--- src/reset_state_pkg.sv ---
package reset_state_pkg;

    // Register byte offsets
    localparam logic [7:0] OFS_RESET_COMMAND = 8'h00;
    localparam logic [7:0] OFS_RESET_STATUS  = 8'h04;
    localparam logic [7:0] OFS_RESET_MODE    = 8'h08;

    // Write key, bits 31:24 of command and mode
    localparam logic [7:0] WRITE_KEY   = 8'hA5;
    localparam int         KEY_LSB     = 24;

    // Command bit positions
    localparam int CMD_CPU_BIT    = 0;
    localparam int CMD_PERIPH_BIT = 2;
    localparam int CMD_LINE_BIT   = 3;

    // Status field positions
    localparam int STS_FALL_BIT   = 0;
    localparam int STS_CAUSE_LSB  = 8;
    localparam int STS_LEVEL_BIT  = 16;
    localparam int STS_BUSY_BIT   = 17;

    // Mode field positions
    localparam int MODE_EN_BIT    = 0;
    localparam int MODE_IRQ_BIT   = 4;
    localparam int MODE_LEN_LSB   = 8;

    // Mode register reset values
    localparam logic [3:0] LEN_RESET    = 4'h0;
    localparam logic       EN_RESET     = 1'b0;
    localparam logic       IRQ_EN_RESET = 1'b0;

    // Last reset cause codes
    localparam logic [2:0] CAUSE_GENERAL  = 3'h0;
    localparam logic [2:0] CAUSE_BACKUP   = 3'h1;
    localparam logic [2:0] CAUSE_WATCHDOG = 3'h2;
    localparam logic [2:0] CAUSE_SOFTWARE = 3'h3;
    localparam logic [2:0] CAUSE_USER     = 3'h4;

    // Slow clock cycle counts
    localparam logic [1:0] STATE_SLOW_CYCLES   = 2'h3;
    localparam logic [1:0] STARTUP_SLOW_CYCLES = 2'h3;

    // Line pulse counter width, enough for 2^16 cycles
    localparam int LINE_CNT_W = 17;

    // Reset state machine
    typedef enum logic [2:0] {
        ST_IDLE,
        ST_SOFT,
        ST_WDOG,
        ST_USER,
        ST_STARTUP,
        ST_BACKUP
    } rst_state_t;

endpackage

--- src/reset_state_manager.sv ---
// Decided for this implementation: register access over APB.
`timescale 1ns/100ps
`default_nettype none
// Overview of operation
// - Command bit 0 resets the processor
// - Command bit 2 resets all peripherals
// - Command bit 3 pulses external line low
// - Software reset lasts three slow cycles
// - Assert on write, release on slow clock
// - Own line pulse never causes user reset
// - Cause updated only for processor command
// - Cause in status 10:8, read keeps it
// - Busy flag blocks further command writes
// - Watchdog reset lasts three slow cycles
// - Full watchdog reset also pulses line
// - Processor-only watchdog resets processor only
// - Disabled watchdog reset does nothing here
// - Priority: general, backup, watchdog, software, user
// - Watchdog preempts software; pin ignored then
// - Watchdog state blocks software and user
// - Status bit 16 shows pin level
// - Pin fall flag, cleared by status read
// - Interrupt from fall flag when enabled and user reset off
// - Mode bit 0 enables user reset
// - Line pulse lasts 2^(len+1) slow cycles
// - Key 0xA5 required, else write dropped
// - User reset leaves after pin high, startup
module reset_state_manager
    import reset_state_pkg::*;
(
    // Clock and reset
    input  wire logic        pclk,
    input  wire logic        presetn,
    // APB slave
    input  wire logic        psel,
    input  wire logic        penable,
    input  wire logic        pwrite,
    input  wire logic [7:0]  paddr,
    input  wire logic [31:0] pwdata,
    output logic      [31:0] prdata,
    output logic             pready,
    output logic             pslverr,
    // Asynchronous inputs
    input  wire logic        slow_clock,
    input  wire logic        line_pin_in,
    input  wire logic        backup_req,
    // Watchdog side, same clock
    input  wire logic        wd_fault,
    input  wire logic        wd_cpu_only,
    input  wire logic        wd_reset_enable,
    // Reset outputs
    output logic             cpu_reset_n,
    output logic             periph_reset_n,
    output logic             line_pin_out,
    output logic             line_pin_oe,
    output logic             reset_irq
);
    import reset_state_pkg::*;

    // Whole block state
    typedef struct packed {
        logic                  slow_s1;
        logic                  slow_s2;
        logic                  slow_d;
        logic                  pin_s1;
        logic                  pin_s2;
        logic                  pin_d;
        logic                  bk_s1;
        logic                  bk_s2;
        rst_state_t            state;
        logic [1:0]            cnt;
        logic                  cpu_n;
        logic                  per_n;
        logic [LINE_CNT_W-1:0] line_cnt;
        logic                  line_oe;
        logic                  own_drive;
        logic                  busy;
        logic                  sw_cpu;
        logic [2:0]            cause;
        logic                  fall_seen;
        logic                  line_en;
        logic                  irq_en;
        logic [3:0]            line_len;
        logic                  irq;
        logic [31:0]           rdata;
        logic                  ready;
        logic                  slverr;
    } state_t;

    state_t st_reg;   // Registered state
    state_t st_next;  // Next state

    // Decoded bus and timing events
    logic        slow_tick;  // Rising edge of synchronised slow clock
    logic        pin_fall;   // Synchronised pin high-to-low
    logic        acc_done;   // Access phase completing
    logic        wr_cmd;     // Keyed write to command
    logic        wr_mode;    // Keyed write to mode
    logic        rd_status;  // Status read completing
    logic        key_ok;     // Key field matches
    logic        sw_req;     // Accepted software command
    logic        wd_req;     // Watchdog fault taking effect
    logic        map_hit;    // Address is one of ours
    logic [31:0] status_val; // Status word
    logic [LINE_CNT_W-1:0] line_load; // Line pulse length in slow ticks

    assign slow_tick = st_reg.slow_s2 & ~st_reg.slow_d;
    assign pin_fall  = st_reg.pin_d & ~st_reg.pin_s2;
    assign acc_done  = psel & penable & st_reg.ready;
    assign key_ok    = (pwdata[31:KEY_LSB] == WRITE_KEY);
    assign wr_cmd    = acc_done & pwrite & key_ok & (paddr == OFS_RESET_COMMAND);
    assign wr_mode   = acc_done & pwrite & key_ok & (paddr == OFS_RESET_MODE);
    assign rd_status = acc_done & ~pwrite & (paddr == OFS_RESET_STATUS);
    assign map_hit   = (paddr == OFS_RESET_COMMAND) | (paddr == OFS_RESET_STATUS)
                     | (paddr == OFS_RESET_MODE);
    // One spare bit in the sum so the longest length cannot wrap to one tick
    assign line_load = LINE_CNT_W'(1) << ({1'b0, st_reg.line_len} + 5'h01);

    // Commands count only when idle and not busy; watchdog and user states block them
    assign sw_req = wr_cmd & ~st_reg.busy & (st_reg.state == ST_IDLE)
                  & (pwdata[CMD_CPU_BIT] | pwdata[CMD_PERIPH_BIT] | pwdata[CMD_LINE_BIT]);
    // Watchdog ignored when disabled, already active, or outside idle and software states
    assign wd_req = wd_fault & wd_reset_enable
                  & ((st_reg.state == ST_IDLE) | (st_reg.state == ST_SOFT));

    // Status word, reserved bits zero
    always_comb begin
        status_val = 32'h0000_0000;
        status_val[STS_FALL_BIT] = st_reg.fall_seen;
        status_val[STS_CAUSE_LSB +: 3] = st_reg.cause;
        status_val[STS_LEVEL_BIT] = st_reg.pin_s2;
        status_val[STS_BUSY_BIT] = st_reg.busy;
    end

    // Next-state logic for the whole block
    always_comb begin
        st_next = st_reg;
        // Two-stage synchronisers; first stage only feeds the second
        st_next.slow_s1 = slow_clock;
        st_next.slow_s2 = st_reg.slow_s1;
        st_next.slow_d  = st_reg.slow_s2;
        st_next.pin_s1  = line_pin_in;
        st_next.pin_s2  = st_reg.pin_s1;
        st_next.pin_d   = st_reg.pin_s2;
        st_next.bk_s1   = backup_req;
        st_next.bk_s2   = st_reg.bk_s1;

        // APB: no wait state; read data is registered in the setup cycle
        st_next.ready  = psel & ~penable;
        st_next.slverr = psel & ~penable & ~map_hit;
        st_next.rdata  = 32'h0000_0000;
        if (psel & ~penable & ~pwrite) begin
            if (paddr == OFS_RESET_STATUS) begin
                st_next.rdata = status_val;
            end else if (paddr == OFS_RESET_MODE) begin
                // Key reads back as zero
                st_next.rdata[MODE_EN_BIT]       = st_reg.line_en;
                st_next.rdata[MODE_IRQ_BIT]      = st_reg.irq_en;
                st_next.rdata[MODE_LEN_LSB +: 4] = st_reg.line_len;
            end
        end

        // Mode write, dropped unless keyed
        if (wr_mode) begin
            st_next.line_en  = pwdata[MODE_EN_BIT];
            st_next.irq_en   = pwdata[MODE_IRQ_BIT];
            st_next.line_len = pwdata[MODE_LEN_LSB +: 4];
        end

        // Line pulse counter runs on slow ticks
        if (slow_tick && st_reg.line_cnt != '0) begin
            st_next.line_cnt = st_reg.line_cnt - 1'b1;
        end
        // Own drive mark lasts until the pin is seen high again
        if (st_reg.line_cnt == '0 && st_reg.pin_s2) begin
            st_next.own_drive = 1'b0;
        end

        // Fall flag; a new fall wins over the read clear, and a fall seen
        // after the setup edge was not returned, so that read keeps it
        if (rd_status && st_reg.rdata[STS_FALL_BIT]) begin
            st_next.fall_seen = 1'b0;
        end
        if (pin_fall) begin
            st_next.fall_seen = 1'b1;
        end

        if (slow_tick && st_reg.cnt != 2'h0) begin
            st_next.cnt = st_reg.cnt - 1'b1;
        end

        case (st_reg.state)
            ST_IDLE: begin
                st_next.cpu_n = 1'b1;
                st_next.per_n = 1'b1;
                if (st_reg.bk_s2) begin
                    st_next.state = ST_BACKUP;
                    st_next.cpu_n = 1'b0;
                    st_next.per_n = 1'b0;
                end else if (wd_req) begin
                    st_next.state = ST_WDOG;
                end else if (sw_req) begin
                    // Resets assert on the write itself, not on a slow edge
                    st_next.state  = ST_SOFT;
                    st_next.cnt    = STATE_SLOW_CYCLES;
                    st_next.busy   = 1'b1;
                    st_next.sw_cpu = pwdata[CMD_CPU_BIT];
                    st_next.cpu_n  = ~pwdata[CMD_CPU_BIT];
                    st_next.per_n  = ~pwdata[CMD_PERIPH_BIT];
                    if (pwdata[CMD_LINE_BIT]) begin
                        st_next.line_cnt  = line_load;
                        st_next.own_drive = 1'b1;
                    end
                end else if (slow_tick && st_reg.line_en && !st_reg.pin_s2
                             && !st_reg.own_drive) begin
                    st_next.state = ST_USER;
                    st_next.cpu_n = 1'b0;
                    st_next.per_n = 1'b0;
                end
            end
            ST_SOFT: begin
                // Pin has no effect here; only backup or watchdog cuts in
                if (st_reg.bk_s2) begin
                    st_next.state = ST_BACKUP;
                    st_next.busy  = 1'b0;
                    st_next.cpu_n = 1'b0;
                    st_next.per_n = 1'b0;
                end else if (wd_req) begin
                    st_next.state = ST_WDOG;
                    st_next.busy  = 1'b0;
                end else if (slow_tick && st_reg.cnt == 2'h1) begin
                    // Release on the slow edge that ends the state
                    st_next.state = ST_IDLE;
                    st_next.busy  = 1'b0;
                    st_next.cpu_n = 1'b1;
                    st_next.per_n = 1'b1;
                    if (st_reg.sw_cpu) begin
                        st_next.cause = CAUSE_SOFTWARE;
                    end
                end
            end
            ST_WDOG: begin
                // Entry work is done on the way in, below the case
                if (st_reg.bk_s2) begin
                    st_next.state = ST_BACKUP;
                    st_next.per_n = 1'b0;
                end else if (slow_tick && st_reg.cnt == 2'h1) begin
                    st_next.state = ST_IDLE;
                    st_next.cpu_n = 1'b1;
                    st_next.per_n = 1'b1;
                    st_next.cause = CAUSE_WATCHDOG;
                end
            end
            ST_USER: begin
                // Held while the pin stays low, whoever drives it
                if (st_reg.bk_s2) begin
                    st_next.state = ST_BACKUP;
                end else if (st_reg.pin_s2) begin
                    st_next.state = ST_STARTUP;
                    st_next.cnt   = STARTUP_SLOW_CYCLES;
                end
            end
            ST_STARTUP: begin
                if (st_reg.bk_s2) begin
                    st_next.state = ST_BACKUP;
                end else if (!st_reg.pin_s2) begin
                    st_next.state = ST_USER;
                end else if (slow_tick && st_reg.cnt == 2'h1) begin
                    st_next.state = ST_IDLE;
                    st_next.cpu_n = 1'b1;
                    st_next.per_n = 1'b1;
                    st_next.cause = CAUSE_USER;
                end
            end
            ST_BACKUP: begin
                if (!st_reg.bk_s2) begin
                    st_next.state = ST_IDLE;
                    st_next.cpu_n = 1'b1;
                    st_next.per_n = 1'b1;
                    st_next.cause = CAUSE_BACKUP;
                end
            end
            default: begin
                st_next.state = ST_IDLE;
            end
        endcase

        // Watchdog entry from idle or software state; a preempted processor
        // command must not leave the new state without its own resets
        if (wd_req && !st_reg.bk_s2) begin
            st_next.cnt   = STATE_SLOW_CYCLES;
            st_next.cpu_n = 1'b0;
            st_next.per_n = wd_cpu_only;
            if (!wd_cpu_only) begin
                st_next.line_cnt  = line_load;
                st_next.own_drive = 1'b1;
            end
        end

        st_next.line_oe = (st_next.line_cnt != '0);
        // Interrupt only when the pin is not used as a reset
        st_next.irq = st_next.fall_seen & ~st_next.line_en & st_next.irq_en;
    end

    // State register; general reset leaves cause at general
    always_ff @(posedge pclk or negedge presetn) begin
        if (!presetn) begin
            st_reg           <= '0;
            st_reg.slow_s1   <= 1'b0;
            st_reg.pin_s1    <= 1'b1;
            st_reg.pin_s2    <= 1'b1;
            st_reg.pin_d     <= 1'b1;
            st_reg.state     <= ST_IDLE;
            st_reg.cause     <= CAUSE_GENERAL;
            st_reg.line_en   <= EN_RESET;
            st_reg.irq_en    <= IRQ_EN_RESET;
            st_reg.line_len  <= LEN_RESET;
        end else begin
            st_reg <= st_next;
        end
    end

    // Outputs straight from flops, except line data, which is tied low
    assign prdata         = st_reg.rdata;
    assign pready         = st_reg.ready;
    assign pslverr        = st_reg.slverr;
    assign cpu_reset_n    = st_reg.cpu_n;
    assign periph_reset_n = st_reg.per_n;
    assign line_pin_out   = 1'b0;
    assign line_pin_oe    = st_reg.line_oe;
    assign reset_irq      = st_reg.irq;
endmodule
`default_nettype wire

--- config.mk ---
export PLATFORM = sky130hd
export DESIGN_NAME = reset_state_manager
export DESIGN_NICKNAME = d
export VERILOG_FILES = /design/src/reset_state_pkg.sv /design/src/reset_state_manager.sv
export SDC_FILE = /design/constraint.sdc
export NUM_CORES = 1
export LEC_CHECK = 0
export ABC_CLOCK_PERIOD_IN_PS = 3900
export BUFFER_PORTS_ARGS = -buffer_cell sky130_fd_sc_hd__buf_4
export CAP_MARGIN = 30
export CORE_UTILIZATION = 50
export DETAILED_ROUTE_END_ITERATION = 8
export PLACE_DENSITY = 0.84
export SYNTH_ARGS = -nofsm -noshare
export SYNTH_HDL_FRONTEND = slang
export SYNTH_SLANG_ARGS = --single-unit
--- constraint.sdc ---
create_clock -name pclk -period 3.9 [get_ports pclk]
set_input_delay 0.585 -clock pclk [delete_from_list [all_inputs] [get_ports pclk]]
set_output_delay 0.585 -clock pclk [all_outputs]
set_load 0.005 [all_outputs]
Yosys cells after proc, flatten, opt, wreduce, memory -nomap -nowiden. Cells that the tools add are included.

Output and inout port bits: 39. Input port bits: 51. Flip-flop bits (word level): 81.

Equality and inequality tests: 30. Bitwise operators: 36. Add/subtract/negate cells: 3. Reduce and logical (&&, ||, !) cells: 27. Shifts and indexed selects: 1. Muxes and demuxes: 73.

Operators by type and width (number): 17-bit 2-to-1 mux (6); 3-bit 2-to-1 mux (25); 21-bit 2-to-1 mux (2); 17-bit nonzero test (2); 32-bit 2-to-1 mux (1); 2-bit 2-to-1 mux (13); 2-bit inequality test (second input constant) (12); 1-bit AND (20); 3-bit one-hot mux with 6 select lines (1); 17-bit logical NOT (1); 1-bit by 5-bit << shifter with 17-bit output (first input constant) (1); 17-bit by 1-bit subtractor with 17-bit output (second input constant) (1); 1-bit 2-to-1 mux (16); 3-bit inequality test (second input constant) (5); 6-bit 2-to-1 mux (2); 3-bit one-hot mux with 4 select lines (1); 1-bit inverter (11); 11-bit AND reduction (1); 2-bit one-hot mux with 5 select lines (1); 5-bit AND reduction (2); 1-bit logical AND (9); 8-bit by 3-bit == test with 1-bit output (second input constant) (1); 8-bit by 4-bit == test with 1-bit output (second input constant) (1); 8-bit == test (second input constant) (1); other kinds (23) (34).

Depth between registers and ports, before layout. Gate-level depths: netlist of the first run.

Depth after elaboration: 15. Depth in mapped cells: 10. Mapped depth without buffers: 9.

Worst setup path after synthesis of the first run. Ideal clock, no wire load.

Kind: input to register. From: in paddr[3]. To: reg st_reg, in the netlist line_pin_oe. Stages on the path: 7. Setup slack: 665 ps. Arrival time: 3097 ps. Path buffers: 1. Library setup time: 138 ps. Required time: 3762 ps. Cell sequence: or4_1 > nor4_1 > or2_1 > clkbuf_8 > mux2_2 > or4_1 > or4_1.

RTL lines: start, declared (RTL line reset_state_manager.sv:38) `input wire logic [7:0] paddr,`; end signal, assigned (RTL line reset_state_manager.sv:319) `st_reg <= st_next;`; end, declared (RTL line reset_state_manager.sv:90) `state_t st_reg;`.

==> results.sh, run 1 <==
export IMPL_numCtsBuffers=9
export IMPL_synth_edf_count=0
export IMPL_timing_final_crit_share=0.821
export IMPL_synth_area_um2=3590
export IMPL_rr_worst_depth=7
export IMPL_status="finished, final reports clean"
export IMPL_drv_slew=0
export IMPL_rows=30
export IMPL_tightest_slew_ns=0.840
export IMPL_timing_fmax_mhz=312
export IMPL_cp_top_family="simple AND/OR/NAND/NOR gates"
export IMPL_hold_buffers=0
export IMPL_hpwl_mm=6.24
export IMPL_min_period_ns=3.20
export IMPL_gr_usage_all_layers=0.236
export IMPL_max_stage_delay_ns=0.57
export IMPL_path_buf_inv=0
export IMPL_cts_resized=0
export IMPL_rr_startpoint="st_reg[59]"
export IMPL_synth_top_area_share=0.376
export IMPL_crit_required_ns=4.11
export IMPL_grt_setup_unrepaired="false"
export IMPL_fin_tns_setup_ns=0
export IMPL_dieWidth_um=86.8
export IMPL_cellLeakagePower_nw=1.86
export IMPL_power_density_nw_per_um2=562
export IMPL_gr_total_overflow=0
export IMPL_wl_per_cell_um=15.6
export IMPL_cts_buffer_depth=2
export IMPL_cts_tree="built"
export IMPL_sw_frac_of_total=0.359
export IMPL_layout_nets=500
export IMPL_setup_viol=0
export IMPL_drt_iter0_drc=205
export IMPL_root_buffer="clkbuf_8"
export IMPL_drt_wl_total_mm=8.51
export IMPL_worstPathArrival_ns=3.41
export IMPL_synth_fa_ha_area_frac=0.0174
export IMPL_routabilityCongestion=0.948
export IMPL_clkTransAtPathRegs_ns=0.07
export IMPL_slew_headroom=0.439
export IMPL_die_area_um2=7530
export IMPL_pwr_share_comb=0.363
export IMPL_syn_area_per_cell_um2=8.96
export IMPL_syn_inst=401
export IMPL_io_buffers=48
export IMPL_yosys_warnings=0
export IMPL_antennaDiodeCount=0
export IMPL_grt_start_max_net_pins=58
export IMPL_synth_seq_cells=57
export IMPL_synth_top_family_by_area="simple AND/OR/NAND/NOR gates"
export IMPL_synth_xor_area_frac=0.0219
export IMPL_power_frac_seq=0.376
export IMPL_fin_cells=544
export IMPL_die_h_um=86.8
export IMPL_place_ws_ns=0.444
export IMPL_crit_chain="or4_4, or3_4, nor3_4, nor3_1, o31a_2, or4_1, or4_1"
export IMPL_htreeDepth=3
export IMPL_grt_pass1_vias=2930
export IMPL_worst_path_max_fanout=6
export IMPL_cpMaxStageDelayCell="or4_4"
export IMPL_drv_cap=0
export IMPL_p_int_mw=1.48
export IMPL_drtAntennaViolNets=0
export IMPL_p_sw_mw=0.828
export IMPL_clock_sinks=57
export IMPL_clk_insertion_delay_late_ns=0.34
export IMPL_area_growth_pct=14.4
export IMPL_dr_pass1_iters=5
export IMPL_ios=90
export IMPL_r2r_end="line_pin_oe"
export IMPL_r2r_slack_ns=0.70
export IMPL_drive_gt1_frac=0.223
export IMPL_cts_setup_buffers=0
export IMPL_power_share_clock=0.261
export IMPL_finClkSkew_ns=0.0107
export IMPL_antenna_found_initial=0
export IMPL_core_um2=6870
export IMPL_synthTopCellsByArea="dfrtp_1 (38%), buf_4 (6.9%), nor2_1 (4.1%)"
export IMPL_num_vias=3167
export IMPL_ys_flop_type="dfrtp_1"
export IMPL_drc=0
export IMPL_path_class="reg -> reg"
export IMPL_vias_per_cell=5.82
export IMPL_cp_start_kind="register"
export IMPL_synthMuxAreaShare=0.0393
export IMPL_yosys_area_top_type="dfrtp_1"
export IMPL_hold_path_class="in -> async"
export IMPL_fin_hold_ws_ns=0.285
export IMPL_synth_simple_area_share=0.235
export IMPL_placedCellCount=529
export IMPL_synth_async_reset_ratio=1.00
export IMPL_setup_ws_ns=0.699
export IMPL_post_synth_top_count_cell="dfrtp_1"
export IMPL_synthTopCellsByCount="dfrtp_1 (54), nor2_1 (39), buf_4 (33), nand2_1 (32), o21ai_0 (23)"
export IMPL_path_depth=7
export IMPL_design_area_um2=4110
export IMPL_max_vdd_ir_drop_mv=0.310
export IMPL_netlist_cell_type_count=68
export IMPL_largest_reg_flops=38
export IMPL_placed_area_um2=3890
export IMPL_cpMostUsedCell="or4_1"
export IMPL_start_util=0.523
export IMPL_synth_compound_area_share=0.177
export IMPL_grt_pass1_wl_mm=13.8
export IMPL_finalHoldViolations=0
export IMPL_seq_area_frac_synth=0.398
export IMPL_end_kind="register"
export IMPL_fillers=624
==> cell families after synthesis <==
logic type      count (synthesis)
flops                          57
compound gates                 96
mux                            13
fa+ha+maj                       5
simple gates                  156
other cells                     1
buf+inv                        64
xor+xnor                        9
==> per-stage QoR <==
step                      power, mW  utilization
final                          2.31        0.598
after global routing           2.46        0.598
after CTS                      2.31        0.598
after detailed placement       1.70        0.567
after global placement         1.66        0.567
after floorplan                1.51            -
==> worst reg2reg max path, cell delays in order, from the launching register on <==
cell	delay, ns
dfrtp_1	0.43
or4_4	0.57
or3_4	0.42
nor3_4	0.24
nor3_1	0.09
o31a_2	0.34
or4_1	0.48
or4_1	0.49
==> cells in the final DEF (no fill, tap or decap), drive strengths merged, types with 4 or more instances in the layout <==
master,netlist,layout
conb,1,25
o31ai,6,6
o21a,4,4
clkbuf,13,10
mux2,9,9
inv,14,14
or3,6,6
ha,5,5
nand2b,6,6
or4,6,6
a31oi,4,4
and3,7,7
a22oi,6,6
a21oi,21,21
nand3,6,6
nand4,5,5
xnor2,7,7
nor3b,4,4
nor3,19,19
nand4b,4,4
nor2,39,39
buf,37,58
dfrtp,54,54
o22ai,6,6
nand2,32,32
o21ai,24,24
and2,4,4
nor2b,4,4
mux2i,4,4
==> metal layers <==
layer  vias to the layer above  track usage  wire length [um]
met2                       143        0.374              4160
met3                        25       0.0590               524
met5                         -            0                 0
li1                       1475            -                 -
met1                      1524        0.316              3650
met4                         0       0.0803               172
==> area by class of cell <==
cell class	instances	area, um2	area share
multi-input combinational	304	1850	0.451
sequential	57	1430	0.348
timing repair buffer	58	435	0.106
clock buffer	10	138	0.0335
tap	96	120	0.0292
clock inverter	5	80.1	0.0195
inverter	14	52.6	0.0128
==> power by group through the flow <==
stage | combinational [mW] | clock (mW) | sequential (mW)
floorplan | 0.668 | 0 | 0.840
global placement | 0.795 | 0 | 0.862
detailed placement | 0.823 | 0 | 0.874
CTS | 0.833 | 0.616 | 0.864
global route | 0.939 | 0.639 | 0.884
finish | 0.838 | 0.604 | 0.867
==> worst max path at each step <==
stage                    start          end  slack [ns]
finish              st_reg[59]  line_pin_oe        0.70
floorplan             paddr[3]  line_pin_oe        0.66
CTS                 st_reg[59]  line_pin_oe        0.69
detailed placement  pwdata[28]  line_pin_oe        0.44
global route        st_reg[59]  line_pin_oe        0.58
global placement    pwdata[28]  line_pin_oe        0.48
(Power assumes the default switching activity.)
==> run 2, diff against run 1 <==
--- a/config.mk
+++ b/config.mk
@@ -5,7 +5,7 @@
 export SDC_FILE = /design/constraint.sdc
 export NUM_CORES = 1
 export LEC_CHECK = 0
-export ABC_CLOCK_PERIOD_IN_PS = 3900
+export ABC_CLOCK_PERIOD_IN_PS = 3000
 export BUFFER_PORTS_ARGS = -buffer_cell sky130_fd_sc_hd__buf_4
 export CAP_MARGIN = 30
 export CORE_UTILIZATION = 50
==> constraint.sdc (replaced) <==
create_clock -name pclk -period 3 [get_ports pclk]
set_input_delay 0.45 -clock pclk [delete_from_list [all_inputs] [get_ports pclk]]
set_output_delay 0.45 -clock pclk [all_outputs]
set_load 0.005 [all_outputs]
==> run 2 against run 1 <==
Against the previous run: the flow now finishes with violations (setup timing); first-iteration DRC count up 25%; fmax up 2.0%; largest cell class unchanged; die area unchanged.
==> results.sh, run 2 (synthesis results as in run 1) <==
export IMPL_status="finished, violations left"
export IMPL_violations="setup timing"
export IMPL_rr_startpoint="st_reg[63]"
export IMPL_cts_buffer_depth=2
export IMPL_hold_buffers=0
export IMPL_cp_start_kind="register"
export IMPL_ios=90
export IMPL_clk_insertion_delay_late_ns=0.34
export IMPL_finClkSkew_ns=0.00912
export IMPL_antennaDiodeCount=0
export IMPL_cellLeakagePower_nw=2.05
export IMPL_fin_cells=580
export IMPL_final_cell_mix="buf_4 (92), dfrtp_1 (54), nor2_1 (39)"
export IMPL_final_common_cell="buf_4"
export IMPL_worstPathArrival_ns=3.36
export IMPL_setup_viol=1
export IMPL_design_area_um2=4410
export IMPL_timing_final_crit_share=1.05
export IMPL_placed_area_um2=4120
export IMPL_hpwl_mm=6.88
export IMPL_drv_slew=0
export IMPL_grt_met3_usage=0.0667
export IMPL_fin_tns_setup_ns=-0.139
export IMPL_htreeDepth=3
export IMPL_drt_wl_total_mm=9.43
export IMPL_dieWidth_um=86.8
export IMPL_drtAntennaViolNets=0
export IMPL_power_density_nw_per_um2=734
export IMPL_core_um2=6870
export IMPL_gr_total_overflow=0
export IMPL_dr_pass1_iters=5
export IMPL_antenna_found_initial=0
export IMPL_worst_path_max_fanout=3
export IMPL_largest_reg_flops=38
export IMPL_rows=30
export IMPL_setup_ws_ns=-0.139
export IMPL_die_area_um2=7530
export IMPL_clock_sinks=57
export IMPL_gr_usage_all_layers=0.264
export IMPL_fin_hold_ws_ns=0.166
export IMPL_numCtsBuffers=9
export IMPL_drive_gt1_frac=0.287
export IMPL_placedCellCount=558
export IMPL_tightest_slew_ns=0.727
export IMPL_max_vdd_ir_drop_mv=0.388
export IMPL_met1_usage=0.334
export IMPL_grtUsageMet2=0.436
export IMPL_crit_required_ns=3.22
export IMPL_cts_tree="built"
export IMPL_crit_start="st_reg[63]"
export IMPL_die_h_um=86.8
export IMPL_grt_pass1_vias=3100
export IMPL_clkTransAtPathRegs_ns=0.07
export IMPL_layout_nets=535
export IMPL_num_vias=3285
export IMPL_drv_cap=0
export IMPL_drc=0
export IMPL_grt_setup_unrepaired="true"
export IMPL_path_class="reg -> reg"
export IMPL_io_buffers=48
export IMPL_finalHoldViolations=0
export IMPL_wl_per_cell_um=16.3
export IMPL_vias_per_cell=5.66
export IMPL_grt_pass1_wl_mm=15.0
export IMPL_timing_fmax_mhz=319
export IMPL_min_period_ns=3.14
export IMPL_busiest_layer="met2"
export IMPL_drt_iter0_drc=257
export IMPL_power_mw=3.24
export IMPL_slew_headroom=0.515
export IMPL_hold_path_class="in -> async"
export IMPL_grt_start_max_net_pins=58
export IMPL_start_util=0.523
export IMPL_end_kind="register"
export IMPL_area_growth_pct=22.8
export IMPL_root_buffer="clkbuf_8"
export IMPL_routabilityCongestion=0.936
==> run 2: repair_timing <==
action	in CTS	in global routing
resized for setup	1	7
setup buffers	0	6
pin swaps	0	8
gates cloned	0	0
endpoints found under the setup margin	1	1
==> run 2: where the power goes <==
part / internal [mW] / leakage [nW] / total [mW] / switching, mW
sequential: 0.947 / 0.703 / 1.10 / 0.153
combinational: 0.664 / 1.24 / 1.36 / 0.695
clock: 0.466 / 0.0995 / 0.778 / 0.312
==> run 2: layout make-up <==
cell class / count / area (um2)
fillers: 588 / 2460
multi-input cells: 304 / 1900
flip-flops and latches: 57 / 1430
repair buffers: 93 / 702
clock buffers: 11 / 131
well taps: 96 / 120
clock inverters: 5 / 80.1
inverters: 14 / 52.6
==> run 2: worst paths after layout <==
check	end	cells past startpoint	slack, ns
max	line_pin_oe	8	-0.14
min	st_reg[58]	1	0.17
max reg2reg	line_pin_oe	8	-0.14
min reg2reg	st_reg[73]	0	0.35
max in group asynchronous	st_reg[73]	1	2.35
min in group pclk	st_next[79]	1	0.22
==> run 2: stage by stage <==
step                      utilization  setup slack [ns]
after global placement          0.599            -0.158
final                           0.642            -0.139
after floorplan                     -           -0.0358
after detailed placement        0.599            -0.169
after CTS                       0.631           -0.0644
after global routing            0.642            -0.205
==> run 2: layer usage <==
metal  wire length [um]  part of all wire
met1               3840              0.41
met2               4750              0.50
met3                636             0.067
met4                199             0.021
met5                  0                 0
==> run 2: critical path, stage by stage, from the launching register on <==
cell     delay (ns)
dfrtp_1        0.40
or4_4          0.52
or3_4          0.41
buf_6          0.14
o21ai_4        0.15
mux2i_1        0.10
mux2_4         0.27
or4_4          0.52
or4_1          0.51
